## src/common/bcc_pkg.sv

```systemverilog
// bcc_pkg: constants, types and shared functions of the calculator key control
// assumes a 200 MHz clock; values held as 8 unsigned bcd digits
package bcc_pkg;
   localparam int CLK_PERIOD_NS = 5;
   localparam int DIGIT_TIME_NS = 83000;
   localparam int DIGIT_CYC_DEF = DIGIT_TIME_NS / CLK_PERIOD_NS;
   localparam int DIGITS_PER_WORD = 9;
   localparam int ENTRY_WORDS = 9;
   localparam int RELEASE_WORDS = 16;
   localparam int CUTOFF_S = 35;
   localparam int CUTOFF_WORDS_DEF = (CUTOFF_S * 1000000) / ((DIGIT_TIME_NS / 1000) * DIGITS_PER_WORD);
   localparam logic [4:0] ENTRY_LAST = 5'(ENTRY_WORDS - 1);
   localparam logic [4:0] RELEASE_LAST = 5'(RELEASE_WORDS - 1);
   localparam logic [3:0] LAST_COL = 4'(DIGITS_PER_WORD - 1);
   localparam logic [3:0] MAX_DIGITS = 4'h8;
   localparam logic [31:0] REG_RESET = 32'h0000_0000;
   localparam logic [8:0] ALL_POINTS = 9'h1_FF;
   // key code = column * 3 + row; digits 0..9 are codes 0..9
   localparam logic [4:0] KEY_DOT = 5'h0A;
   localparam logic [4:0] KEY_ADD = 5'h0B;
   localparam logic [4:0] KEY_MUL = 5'h0C;
   localparam logic [4:0] KEY_DIV = 5'h0D;
   localparam logic [4:0] KEY_EQU = 5'h0E;
   localparam logic [4:0] KEY_PCT = 5'h0F;
   localparam logic [4:0] KEY_CE = 5'h10;
   localparam logic [4:0] KEY_CLEAR_EVERYTHING = 5'h11;
   localparam logic [4:0] KEY_MPLUS = 5'h12;
   localparam logic [4:0] KEY_MEMORY_RECALL = 5'h13;
   localparam logic [4:0] KEY_EXPONENT = 5'h14;
   localparam logic [4:0] KEY_SINKING_FUND = 5'h15;

   typedef logic [31:0] bcc_word_t;
   typedef enum logic [1:0] {OP_MUL, OP_DIV, OP_PWR, OP_FIN} bcc_op_e;
   typedef enum logic [2:0] {MD_NONE, MD_CHAIN_MUL, MD_CHAIN_DIV, MD_CONST_MUL, MD_CONST_DIV} bcc_mode_e;

   // returns {carry, sum} of two 8-digit bcd words
   function automatic logic [32:0] bcc_bcd_add(input logic [31:0] a, input logic [31:0] b);
      logic [32:0] r;
      logic c;
      logic [4:0] s;
      r = '0;
      c = 1'b0;
      for (int i = 0; i < 8; i++) begin
         s = {1'b0, a[i*4 +: 4]} + {1'b0, b[i*4 +: 4]} + {4'h0, c};
         c = (s > 5'h09);
         if (c) begin
            s = s + 5'h06;
         end
         r[i*4 +: 4] = s[3:0];
      end
      r[32] = c;
      return r;
   endfunction : bcc_bcd_add
endpackage : bcc_pkg

```

## src/common/bcc_time_if.sv

```systemverilog
// bcc_time_if: scan and word timing passed from the timebase to the control
// assumes one clock; all strobes are one-cycle pulses
`timescale 1ns/100ps
interface bcc_time_if;
   logic digit_stb;
   logic word_tick;
   logic sample_tick;
   logic [3:0] scan_col;
   modport src (output digit_stb, output word_tick, output sample_tick, output scan_col);
   modport snk (input digit_stb, input word_tick, input sample_tick, input scan_col);
endinterface : bcc_time_if

```

## src/hdl/bcc_key_control.sv

```systemverilog
// bcc_key_control: key debounce, ready status, key interpretation, error and display cutoff
// assumes key lines synchronous to clk; multiply, divide and financial math done outside
`timescale 1ns/100ps
module bcc_key_control
   import bcc_pkg::*;
#(
   parameter int DIGIT_CYC = DIGIT_CYC_DEF,
   parameter int CUTOFF_WORDS = CUTOFF_WORDS_DEF
) (
   input wire logic clk,
   input wire logic rst_n,
   input wire logic key_return_line_one,
   input wire logic key_return_line_three,
   input wire logic key_return_line_four,
   input wire logic op_done,
   input wire logic op_overflow,
   input wire logic op_neg_base,
   input wire logic [31:0] op_result,
   output logic [3:0] scan_col,
   output logic ready,
   output logic op_req,
   output logic [1:0] op_kind,
   output logic [31:0] op_a,
   output logic [31:0] op_b,
   output logic [31:0] disp_digits,
   output logic [8:0] disp_points,
   output logic disp_blank,
   output logic err_flag
);
   typedef enum logic [2:0] {KS_IDLE, KS_ENTRY, KS_EXEC, KS_HELD, KS_RELEASE} bcc_state_e;

   typedef struct packed {
      bcc_state_e st;
      logic [4:0] cnt;
      logic [4:0] key_code;
      logic [1:0] key_row;
      logic [3:0] key_col;
      logic key_lvl;
      bcc_word_t x;
      bcc_word_t y;
      bcc_word_t a;
      bcc_word_t m;
      bcc_word_t n;
      bcc_word_t i;
      logic [3:0] dp_pos;
      logic dp_set;
      logic [3:0] ndig;
      logic entering;
      logic last_num;
      logic last_addsub;
      bcc_mode_e mode;
      bcc_mode_e pend_mode;
      logic pend_y_res;
      logic pend_y_x;
      logic pend_clr_a;
      logic op_req;
      bcc_op_e op_kind;
      bcc_word_t op_a;
      bcc_word_t op_b;
      logic err;
      logic [23:0] cut_cnt;
      logic blank;
      logic ready;
      logic [3:0] scan_col;
      bcc_word_t disp_digits;
      logic [8:0] disp_points;
   } bcc_ctl_s;

   localparam logic [23:0] CUTOFF_LAST = 24'(CUTOFF_WORDS - 1);

   bcc_time_if tif ();

   bcc_timebase #(
      .DIGIT_CYC(DIGIT_CYC)
   ) u_timebase (
      .clk(clk),
      .rst_n(rst_n),
      .tb(tif.src)
   );

   bcc_ctl_s c_reg;
   bcc_ctl_s c_next;
   logic [2:0] lines;
   logic [32:0] add_sum;
   logic [32:0] mem_sum;

   assign lines = {key_return_line_four, key_return_line_three, key_return_line_one};
   assign add_sum = bcc_bcd_add(c_reg.x, c_reg.a);
   assign mem_sum = bcc_bcd_add(c_reg.m, c_reg.x);

   always_comb begin
      c_next = c_reg;
      c_next.scan_col = tif.scan_col;
      // keyboard sees the registered column, one cycle behind the timebase
      if (tif.digit_stb && c_reg.st != KS_IDLE && c_reg.scan_col == c_reg.key_col) begin
         c_next.key_lvl = lines[c_reg.key_row];
      end

      case (c_reg.st)
         KS_IDLE: begin
            c_next.ready = 1'b1;
            if (tif.digit_stb && |lines) begin
               c_next.key_col = c_reg.scan_col;
               c_next.key_row = lines[0] ? 2'd0 : (lines[1] ? 2'd1 : 2'd2);
               c_next.key_code = 5'({1'b0, c_reg.scan_col} * 5'd3) + (lines[0] ? 5'd0 : (lines[1] ? 5'd1 : 5'd2));
               c_next.key_lvl = 1'b1;
               c_next.cnt = '0;
               c_next.st = KS_ENTRY;
            end
         end
         KS_ENTRY: begin
            c_next.ready = 1'b1;
            if (tif.sample_tick && !c_reg.key_lvl) begin
               c_next.cnt = '0;
               c_next.st = KS_IDLE;
            end else if (tif.word_tick) begin
               if (c_reg.cnt == ENTRY_LAST) begin
                  c_next.ready = 1'b0;
                  c_next.st = KS_HELD;
                  c_next.cut_cnt = '0;
                  c_next.blank = 1'b0;
                  if (c_reg.err) begin
                     c_next.err = 1'b0;
                  end else begin
                     case (c_reg.key_code)
                        KEY_DOT: begin
                           if (!c_reg.entering) begin
                              if (c_reg.last_addsub) begin
                                 c_next.a = c_reg.x;
                              end
                              c_next.x = REG_RESET;
                              c_next.ndig = '0;
                              c_next.entering = 1'b1;
                           end
                           c_next.dp_pos = c_next.entering ? c_next.ndig : 4'h0;
                           c_next.dp_set = 1'b1;
                           c_next.last_num = 1'b1;
                           c_next.last_addsub = 1'b0;
                        end
                        KEY_ADD: begin
                           if (add_sum[32]) begin
                              c_next.a = c_reg.x;
                              c_next.x = REG_RESET;
                              c_next.err = 1'b1;
                           end else begin
                              if (!c_reg.last_addsub) begin
                                 c_next.a = c_reg.x;
                              end
                              c_next.x = add_sum[31:0];
                           end
                           c_next.last_addsub = 1'b1;
                           c_next.entering = 1'b0;
                           c_next.dp_set = 1'b0;
                           c_next.last_num = 1'b0;
                        end
                        KEY_MUL, KEY_DIV: begin
                           if (c_reg.mode == MD_CHAIN_MUL || c_reg.mode == MD_CHAIN_DIV) begin
                              c_next.op_req = 1'b1;
                              c_next.op_kind = (c_reg.mode == MD_CHAIN_MUL) ? OP_MUL : OP_DIV;
                              c_next.op_a = c_reg.y;
                              c_next.op_b = c_reg.x;
                              c_next.pend_y_res = 1'b1;
                              c_next.st = KS_EXEC;
                           end else begin
                              c_next.y = c_reg.x;
                           end
                           c_next.mode = (c_reg.key_code == KEY_MUL) ? MD_CHAIN_MUL : MD_CHAIN_DIV;
                           c_next.pend_mode = c_next.mode;
                           c_next.entering = 1'b0;
                           c_next.last_num = 1'b0;
                           c_next.last_addsub = 1'b0;
                        end
                        KEY_EQU, KEY_PCT: begin
                           if (c_reg.key_code == KEY_PCT) begin
                              c_next.a = c_reg.x;
                           end
                           if (c_reg.mode != MD_NONE) begin
                              c_next.op_req = 1'b1;
                              c_next.st = KS_EXEC;
                              c_next.op_kind = (c_reg.mode == MD_CHAIN_MUL || c_reg.mode == MD_CONST_MUL) ? OP_MUL : OP_DIV;
                              c_next.op_a = (c_reg.mode == MD_CHAIN_DIV) ? c_reg.y : c_reg.x;
                              c_next.op_b = (c_reg.mode == MD_CHAIN_DIV) ? c_reg.x : c_reg.y;
                              // divide keeps its second factor as the constant
                              c_next.pend_y_x = (c_reg.mode == MD_CHAIN_DIV);
                              c_next.pend_mode = (c_reg.mode == MD_CHAIN_MUL || c_reg.mode == MD_CONST_MUL) ?
                                 MD_CONST_MUL : MD_CONST_DIV;
                           end
                           c_next.entering = 1'b0;
                           c_next.last_num = 1'b0;
                           c_next.last_addsub = 1'b0;
                        end
                        KEY_CE: begin
                           c_next.x = REG_RESET;
                           if (!c_reg.last_num) begin
                              c_next.y = REG_RESET;
                              c_next.a = REG_RESET;
                           end
                           c_next.entering = 1'b0;
                           c_next.dp_set = 1'b0;
                           c_next.last_num = 1'b0;
                           c_next.last_addsub = 1'b0;
                        end
                        KEY_CLEAR_EVERYTHING: begin
                           c_next.x = REG_RESET;
                           c_next.y = REG_RESET;
                           c_next.a = REG_RESET;
                           c_next.m = REG_RESET;
                           c_next.n = REG_RESET;
                           c_next.i = REG_RESET;
                           c_next.mode = MD_NONE;
                           c_next.entering = 1'b0;
                           c_next.dp_set = 1'b0;
                           c_next.last_num = 1'b0;
                           c_next.last_addsub = 1'b0;
                        end
                        KEY_MPLUS: begin
                           if (mem_sum[32]) begin
                              c_next.m = REG_RESET;
                              c_next.x = REG_RESET;
                              c_next.err = 1'b1;
                           end else begin
                              c_next.m = mem_sum[31:0];
                           end
                           c_next.entering = 1'b0;
                           c_next.last_num = 1'b0;
                        end
                        KEY_MEMORY_RECALL: begin
                           c_next.x = c_reg.m;
                           c_next.entering = 1'b0;
                           c_next.dp_set = 1'b0;
                           c_next.last_num = 1'b1;
                           c_next.last_addsub = 1'b0;
                        end
                        KEY_EXPONENT, KEY_SINKING_FUND: begin
                           c_next.op_req = 1'b1;
                           c_next.op_kind = (c_reg.key_code == KEY_EXPONENT) ? OP_PWR : OP_FIN;
                           c_next.op_a = c_reg.y;
                           c_next.op_b = c_reg.x;
                           c_next.pend_clr_a = 1'b1;
                           c_next.pend_mode = MD_CONST_MUL;
                           c_next.st = KS_EXEC;
                           c_next.entering = 1'b0;
                           c_next.last_num = 1'b0;
                           c_next.last_addsub = 1'b0;
                        end
                        default: begin
                           if (c_reg.key_code <= 5'h09) begin
                              if (!c_reg.entering) begin
                                 if (c_reg.last_addsub) begin
                                    c_next.a = c_reg.x;
                                 end
                                 c_next.x = {28'h000_0000, c_reg.key_code[3:0]};
                                 c_next.ndig = 4'h1;
                                 c_next.dp_set = 1'b0;
                                 c_next.entering = 1'b1;
                              end else if (c_reg.ndig < MAX_DIGITS) begin
                                 c_next.x = {c_reg.x[27:0], c_reg.key_code[3:0]};
                                 c_next.ndig = c_reg.ndig + 4'h1;
                              end
                              c_next.last_num = 1'b1;
                           end else begin
                              c_next.entering = 1'b0;
                              c_next.last_num = 1'b0;
                           end
                           c_next.last_addsub = 1'b0;
                        end
                     endcase
                  end
               end else begin
                  c_next.cnt = c_reg.cnt + 5'h01;
               end
            end
         end
         KS_EXEC: begin
            c_next.ready = 1'b0;
            c_next.op_req = 1'b0;
            if (op_done) begin
               c_next.st = KS_HELD;
               c_next.pend_y_res = 1'b0;
               c_next.pend_y_x = 1'b0;
               c_next.pend_clr_a = 1'b0;
               if (op_neg_base && c_reg.op_kind == OP_PWR) begin
                  c_next.err = 1'b1;
                  c_next.y = c_reg.x;
                  c_next.x = REG_RESET;
               end else if (op_overflow) begin
                  c_next.err = 1'b1;
                  c_next.x = REG_RESET;
                  if (c_reg.op_kind == OP_PWR || c_reg.op_kind == OP_FIN) begin
                     c_next.n = op_result;
                     c_next.i = op_result;
                     c_next.a = op_result;
                  end
               end else begin
                  c_next.x = op_result;
                  c_next.mode = c_reg.pend_mode;
                  if (c_reg.pend_y_res) begin
                     c_next.y = op_result;
                  end
                  if (c_reg.pend_y_x) begin
                     c_next.y = c_reg.x;
                  end
                  if (c_reg.pend_clr_a) begin
                     c_next.a = REG_RESET;
                  end
               end
            end
         end
         KS_HELD: begin
            c_next.ready = 1'b0;
            if (tif.sample_tick && !c_reg.key_lvl) begin
               c_next.cnt = '0;
               c_next.st = KS_RELEASE;
            end
         end
         KS_RELEASE: begin
            c_next.ready = 1'b0;
            if (tif.sample_tick && c_reg.key_lvl) begin
               c_next.cnt = '0;
               c_next.st = KS_HELD;
            end else if (tif.word_tick) begin
               if (c_reg.cnt == RELEASE_LAST) begin
                  c_next.st = KS_IDLE;
                  c_next.ready = 1'b1;
               end else begin
                  c_next.cnt = c_reg.cnt + 5'h01;
               end
            end
         end
         default: begin
            c_next.st = KS_IDLE;
         end
      endcase

      if (tif.word_tick && c_next.cut_cnt == c_reg.cut_cnt) begin
         if (c_reg.cut_cnt == CUTOFF_LAST) begin
            c_next.blank = 1'b1;
         end else begin
            c_next.cut_cnt = c_reg.cut_cnt + 24'h00_0001;
         end
      end

      if (c_next.err) begin
         c_next.disp_digits = REG_RESET;
         c_next.disp_points = ALL_POINTS;
      end else if (c_next.blank) begin
         c_next.disp_digits = REG_RESET;
         c_next.disp_points = ALL_POINTS;
      end else begin
         c_next.disp_digits = c_next.x;
         c_next.disp_points = c_next.dp_set ? (9'h0_01 << c_next.dp_pos) : 9'h0_00;
      end
   end

   always_ff @(posedge clk or negedge rst_n) begin
      if (!rst_n) begin
         c_reg <= '0;
         c_reg.ready <= 1'b1;
      end else begin
         c_reg <= c_next;
      end
   end

   assign scan_col = c_reg.scan_col;
   assign ready = c_reg.ready;
   assign op_req = c_reg.op_req;
   assign op_kind = c_reg.op_kind;
   assign op_a = c_reg.op_a;
   assign op_b = c_reg.op_b;
   assign disp_digits = c_reg.disp_digits;
   assign disp_points = c_reg.disp_points;
   assign disp_blank = c_reg.blank;
   assign err_flag = c_reg.err;
endmodule : bcc_key_control

```

## src/hdl/bcc_timebase.sv

```systemverilog
// bcc_timebase: digit strobe, scan column, word tick and every-other-word sample tick
// assumes clk at 200 MHz and active-low asynchronous reset
`timescale 1ns/100ps
module bcc_timebase
   import bcc_pkg::*;
#(
   parameter int DIGIT_CYC = DIGIT_CYC_DEF
) (
   input wire logic clk,
   input wire logic rst_n,
   bcc_time_if.src tb
);
   typedef struct packed {
      logic [23:0] cnt;
      logic [3:0] col;
      logic phase;
      logic digit_stb;
      logic word_tick;
      logic sample_tick;
   } bcc_tb_s;

   localparam logic [23:0] DIGIT_LAST = 24'(DIGIT_CYC - 1);

   bcc_tb_s tb_reg;
   bcc_tb_s tb_next;

   always_comb begin
      tb_next = tb_reg;
      tb_next.digit_stb = 1'b0;
      tb_next.word_tick = 1'b0;
      tb_next.sample_tick = 1'b0;
      if (tb_reg.cnt == DIGIT_LAST) begin
         tb_next.cnt = '0;
         tb_next.digit_stb = 1'b1;
         if (tb_reg.col == LAST_COL) begin
            tb_next.col = '0;
            tb_next.word_tick = 1'b1;
            tb_next.phase = ~tb_reg.phase;
            tb_next.sample_tick = tb_reg.phase;
         end else begin
            tb_next.col = tb_reg.col + 4'h1;
         end
      end else begin
         tb_next.cnt = tb_reg.cnt + 24'h00_0001;
      end
   end

   always_ff @(posedge clk or negedge rst_n) begin
      if (!rst_n) begin
         tb_reg <= '0;
      end else begin
         tb_reg <= tb_next;
      end
   end

   assign tb.digit_stb = tb_reg.digit_stb;
   assign tb.word_tick = tb_reg.word_tick;
   assign tb.sample_tick = tb_reg.sample_tick;
   assign tb.scan_col = tb_reg.col;
endmodule : bcc_timebase

```

## config.mk

```make
export PLATFORM = sky130hd
export DESIGN_NAME = bcc_key_control
export DESIGN_NICKNAME = d
export VERILOG_FILES = /design/src/common/bcc_pkg.sv /design/src/common/bcc_time_if.sv /design/src/hdl/bcc_key_control.sv /design/src/hdl/bcc_timebase.sv
export SDC_FILE = /design/constraint.sdc
export NUM_CORES = 1
export LEC_CHECK = 0
export BUFFER_PORTS_ARGS = -buffer_cell sky130_fd_sc_hd__buf_2
export CORE_UTILIZATION = 50
export CTS_BUF_LIST = sky130_fd_sc_hd__clkbuf_8
export CTS_CLUSTER_SIZE = 40
export DETAILED_ROUTE_END_ITERATION = 8
export PLACE_DENSITY = 0.68
export SETUP_SLACK_MARGIN = 0.05
export SLEW_MARGIN = 20
export SYNTH_ARGS = -nofsm -noshare
export SYNTH_HDL_FRONTEND = slang
export SYNTH_HIERARCHICAL = 1
export SYNTH_SLANG_ARGS = --single-unit
export TNS_END_PERCENT = 5
```

## constraint.sdc

```tcl
create_clock -name clk -period 15.8 [get_ports clk]
set_input_delay 2.37 -clock clk [delete_from_list [all_inputs] [get_ports clk]]
set_output_delay 2.37 -clock clk [all_outputs]
set_load 0.01 [all_outputs]
```

; ---- Word level (Yosys, flattened, before mapping)
; Cells that the tools add are included.
[word_totals]
word_cells = 369
ff_bits = 340
inputBits = 40
[op_classes]
bitwise_logic = 5
shifts = 1
mul = 1
n_addsub = 50
reduce_logical = 49
n_lt_le_gt_ge = 19
n_mux = 140
eq_ne = 66
[ops]
columns = cell, n
row1 = $mux 307, 3
row2 = $mux 32, 24
row3 = $pmux 32 s6, 2
row4 = $mux 280, 1
row5 = $pmux 67 s3, 1
row6 = $mux 64, 3
row7 = $pmux 96 s2, 1
row8 = $mux 67, 2
row9 = $mux 96, 1
row10 = $pmux 32 s3, 1
row11 = $mux 41, 2
row12 = $add 4x4->5, 16
row13 = $gt 5x4->1 const B, 16
row14 = $mux 4, 19
row15 = $add 5x1->5, 14
row16 = $pmux 32 s2, 1
row17 = $add 4x3->4 const B, 14
row18 = $mux 25, 2
row19 = $mux 5, 10
row20 = $add 24x1->24 const B, 2
row21 = $mux 24, 2
row22 = $eq 5x4->1 const B, 8
row23 = $mux 8, 5
row24 = $reduce_and 8->1, 5
row25 = other kinds (64), 176

; ---- Logic depth before layout (Yosys ltp)
[logic_depth]
ltp_word = 28
depth_mapped = 62

; ---- Cells and area by module
; The synthesis kept the hierarchy.
[by_module_without_submodules]
columns = mod, instances, area_per_inst_um2, cells_each
row1 = bcc_key_control, 1, 20433.3, 2280
row2 = bcc_timebase, 1, 1495.2, 134

; ---- Least setup slack after synthesis
; Ideal clock, no wire load.
[synth_path]
kind = flip-flop to flip-flop
from = register c_reg[321] (netlist name)
to = register c_reg (netlist bit disp_digits[17])
required_time_ns = 15.681
path_stages_with_launch = 61
n_path_buf = 2
setup_slack_ns = 2.808
setup_time_ns = 0.119
arrival_ns = 12.873
synth_period_minus_slack_ns = 12.992
path_cell_list = dfrtp_1 -> clkbuf_1 -> inv_1 -> fa_1 -> xor2_1 -> nand2_1 -> a21o_1 -> inv_1 -> fa_1 -> inv_1 -> fa_1 -> xnor2_1 -> and2_1 -> inv_1 -> a21boi_0 -> fa_1 -> inv_1 -> fa_1 -> (+25 left out) -> fa_1 -> inv_1 -> fa_1 -> xnor2_1 -> and2_1 -> inv_1 -> a21boi_0 -> fa_1 -> inv_1 -> fa_1 -> nand3b_1 -> o311ai_0 -> o31ai_2 -> a21oi_1 -> or2_4 -> buf_6 -> a221o_1 -> and2_1
[synth_lines]
columns = item, line
row1 = from (decl), bcc_key_control.sv:81  ; bcc_ctl_s c_reg;
row2 = from (signal assigned), bcc_key_control.sv:360  ; c_reg <= c_next;

==> summary.txt <==
Slowest stage cell, crit path: nand3b_1
Clock slew at reported path FFs: 60 ps
NumNets Final: 2536
Clock latency on the worst-skew pair: 680 ps
TritonCTS clock tree: built
Slew margin rel.: 33.9%
Number of remaining DRC errors: 0
Top Ports: 155
Max Fclk: 67.6 MHz
Clk_skew: 24.4 ps
Net Sw Frac: 23.7%
Setup TNS: 0 ps
Final count of hold timing violations: 0
Status: finished clean
Die Ht: 211 um
Startpoint types: register
Number of global-route vias before repair: 17.9k
Logic pwr share: 1.8%
Crit path DAT: 15360 ps
Max clock buf depth: 3
HP Class: reg2reg
Post-synth top area share: 38.7%
NetSw: 0.415 mW
Via Count: 18.4k
Crit path time final: 14800 ps
Routed wire length per instance: 20.8 um
Setup Viol. Count Final: 0
Initial DRT Pass Iterations: 6
Synth Area per Inst: 9.08 um2
Final Max Tran Viols: 0
Share of cells above drive strength 1: 14.8%
Congestion Overflow GR: 0
Most area-hungry cell type in the Yosys netlist: dfrtp_1
P_int: 1.34 mW
Clock power share: 48.6%
Critical Path RT: 16370 ps
FFs w/ async S/R, synth: 100%
Maxcap violations: 0
Number of synthesized flops with an enable pin: 0
Main area contributors after synthesis: dfrtp_1 (39%), ha_1 (4.5%), o21ai_0 (4.3%), nand2_1 (4.2%), buf_4 (4.1%)
DIE AREA: 44700 um2
Initial antenna violation count: 0
Buffers inserted by post-CTS timing repair: 0
Max FFs per register: 193
Post-synth net total: 2565
Global-route usage over all layers: 28.6%
Core Util, Final: 54.3%
Pwr per Cell Area: 74.8 nW/um2
Initial DRC count: 1751
Core area: 43200 um2
Bufs and invs on worst path: 15
Sequential power share: 49.7%
Synth warn: 6
Tightest Pin Transition: 988 ps
VDD IR-drop max: 61.4 uV
Die span in x: 211 um
H-tree Lvls: 2
Setup CP Type: reg2reg
First-pass GRT wire length: 100000 um
Post-Syn Area: 21900 um2
Synth Instances: 2414
Initial Util: 50.8%
P_leak: 10.9 nW
CP Capture Type: register
RSZ-0062 raised after global routing: no
Top_reg_cell synth: dfrtp_1
PortBufs: 154
CP max FO: 11
Synth-to-layout area growth: 6.97%
Worst path max stage delay: 650 ps
Number of CTS-inserted buffers: 59
GP Congestion: 0.955
Post-route ant nets: 0
CTS root buf: clkbuf_8
Library cells used by synthesis: 80
Rows: 76
CP top delay family: adder cells
Crit share post-route: 93.7%
Synthesis-stage register bit count: 340
Clk sink count: 340
Post-synthesis sequential area ratio: 38.8%
Routed WL: 62800 um
DP Wirelength: 44000 um
Via density per instance: 6.09
Largest net degree at the start of global routing: 154
# diodes: 0
## synthesized netlist by cell type, types with 51 or more instances
cell / number
dfrtp_1: 339
nand2_1: 246
o21ai_0: 188
a21oi_1: 164
nor2_1: 131
buf_4: 121
inv_1: 110
clkbuf_1: 108
mux2i_1: 81
ha_1: 79
a22oi_1: 56
nand3_1: 51
## worst paths after layout
check                      slack (ps)  cells after the start             end                       from
max in group asynchronous       12600                      2      c_reg[353]                      rst_n
setup reg to reg                 1000                     59  disp_digits[6]                 c_reg[320]
setup / recovery                 1000                     59  disp_digits[6]                 c_reg[320]
hold / removal                    450                      0     scan_col[1]  u_timebase/tb.scan_col[1]
hold reg to reg                   450                      0     scan_col[1]  u_timebase/tb.scan_col[1]
min in group asynchronous        1730                      1         op_b[3]                      rst_n
## layout make-up
class / count / area [um2]
clock buffer: 76 / 1050
inverter: 110 / 413
tap: 585 / 732
multi-input combinational: 1692 / 11500
fill: 3978 / 19700
timing repair buffer: 182 / 1020
clock inverter: 30 / 195
sequential: 340 / 8510
## per-stage QoR
step | hold WS, ps | total power, mW | cell area (um2) | setup slack (ps) | instances
after floorplan | 434 | 0.888 | 21900 | 2810 | 2414
after global placement | 434 | 0.918 | 22200 | 1600 | 2909
after detailed placement | 440 | 0.919 | 22200 | 626 | 2909
after CTS | 453 | 1.77 | 23500 | 586 | 3015
after global routing | 480 | 1.81 | 23500 | 125 | 3015
final | 455 | 1.75 | 23500 | 1000 | 3015
## timing repair
| item | CTS | global route |
|---|---|---|
| hold buffers | 0 | 0 |
| resized for setup | 0 | 4 |
| setup endpoints to repair | 0 | 81 |
## routing by layer
metal	wire length, um	GRT usage, %
met2	27600	43.0
met1	27200	39.3
met3	5520	6.66
met4	2520	12.1
met5	0	0
## placed cells by master (no fill, tap or decap), types with 10 or more instances in the layout
master    instances
o31ai_1          33
dfrtp_1         339
nand3_1          51
buf_2           153
buf_4            26
a22o_1           30
o21a_1           15
a211o_1          11
nor3_1           32
mux2_2           48
a211oi_1         10
a221oi_1         23
nor2_1          129
nor4_1           23
nand4_1          13
a31oi_1          36
mux2i_1          81
o21ai_2          10
o211ai_1         11
a21oi_1         163
fa_1             32
inv_1           128
xor2_1           25
nor2b_1          26
nand2b_1         22
and2_1           36
xnor2_1          50
o21ai_0         188
a21o_1           49
nand2_1         246
a22oi_1          56
ha_1             79
and3_1           16
clkbuf_8         76
## cell families after synthesis
group / share of synthesized area (%)
mux: 6.16
fa+ha+maj: 7.43
buf+inv: 8.79
simple gates: 14.5
xor+xnor: 3.00
compound gates: 21.4
flops: 38.8
## worst reg2reg max path: cells and delay by family (launching register included)
kind | cells | cell delay [ps]
xor gates and xnor gates | 7 | 1900
and+or+nand+nor | 10 | 2310
buffers and inverters | 15 | 900
adders and majority gates | 16 | 5280
DFF | 1 | 530
AOI/OAI and AO/OA | 11 | 3750
## power by group through the flow
stage	clock, mW	combinational (mW)	sequential [mW]
2_1_floorplan	0	0.000784	0.887
3_3_place_gp	0	0.0317	0.887
3_5_place_dp	0	0.0319	0.887
4_1_cts	0.869	0.0319	0.871
5_1_grt	0.905	0.0350	0.870
6_report	0.852	0.0312	0.871
No activity file was read; power rests on OpenSTA's default activity.
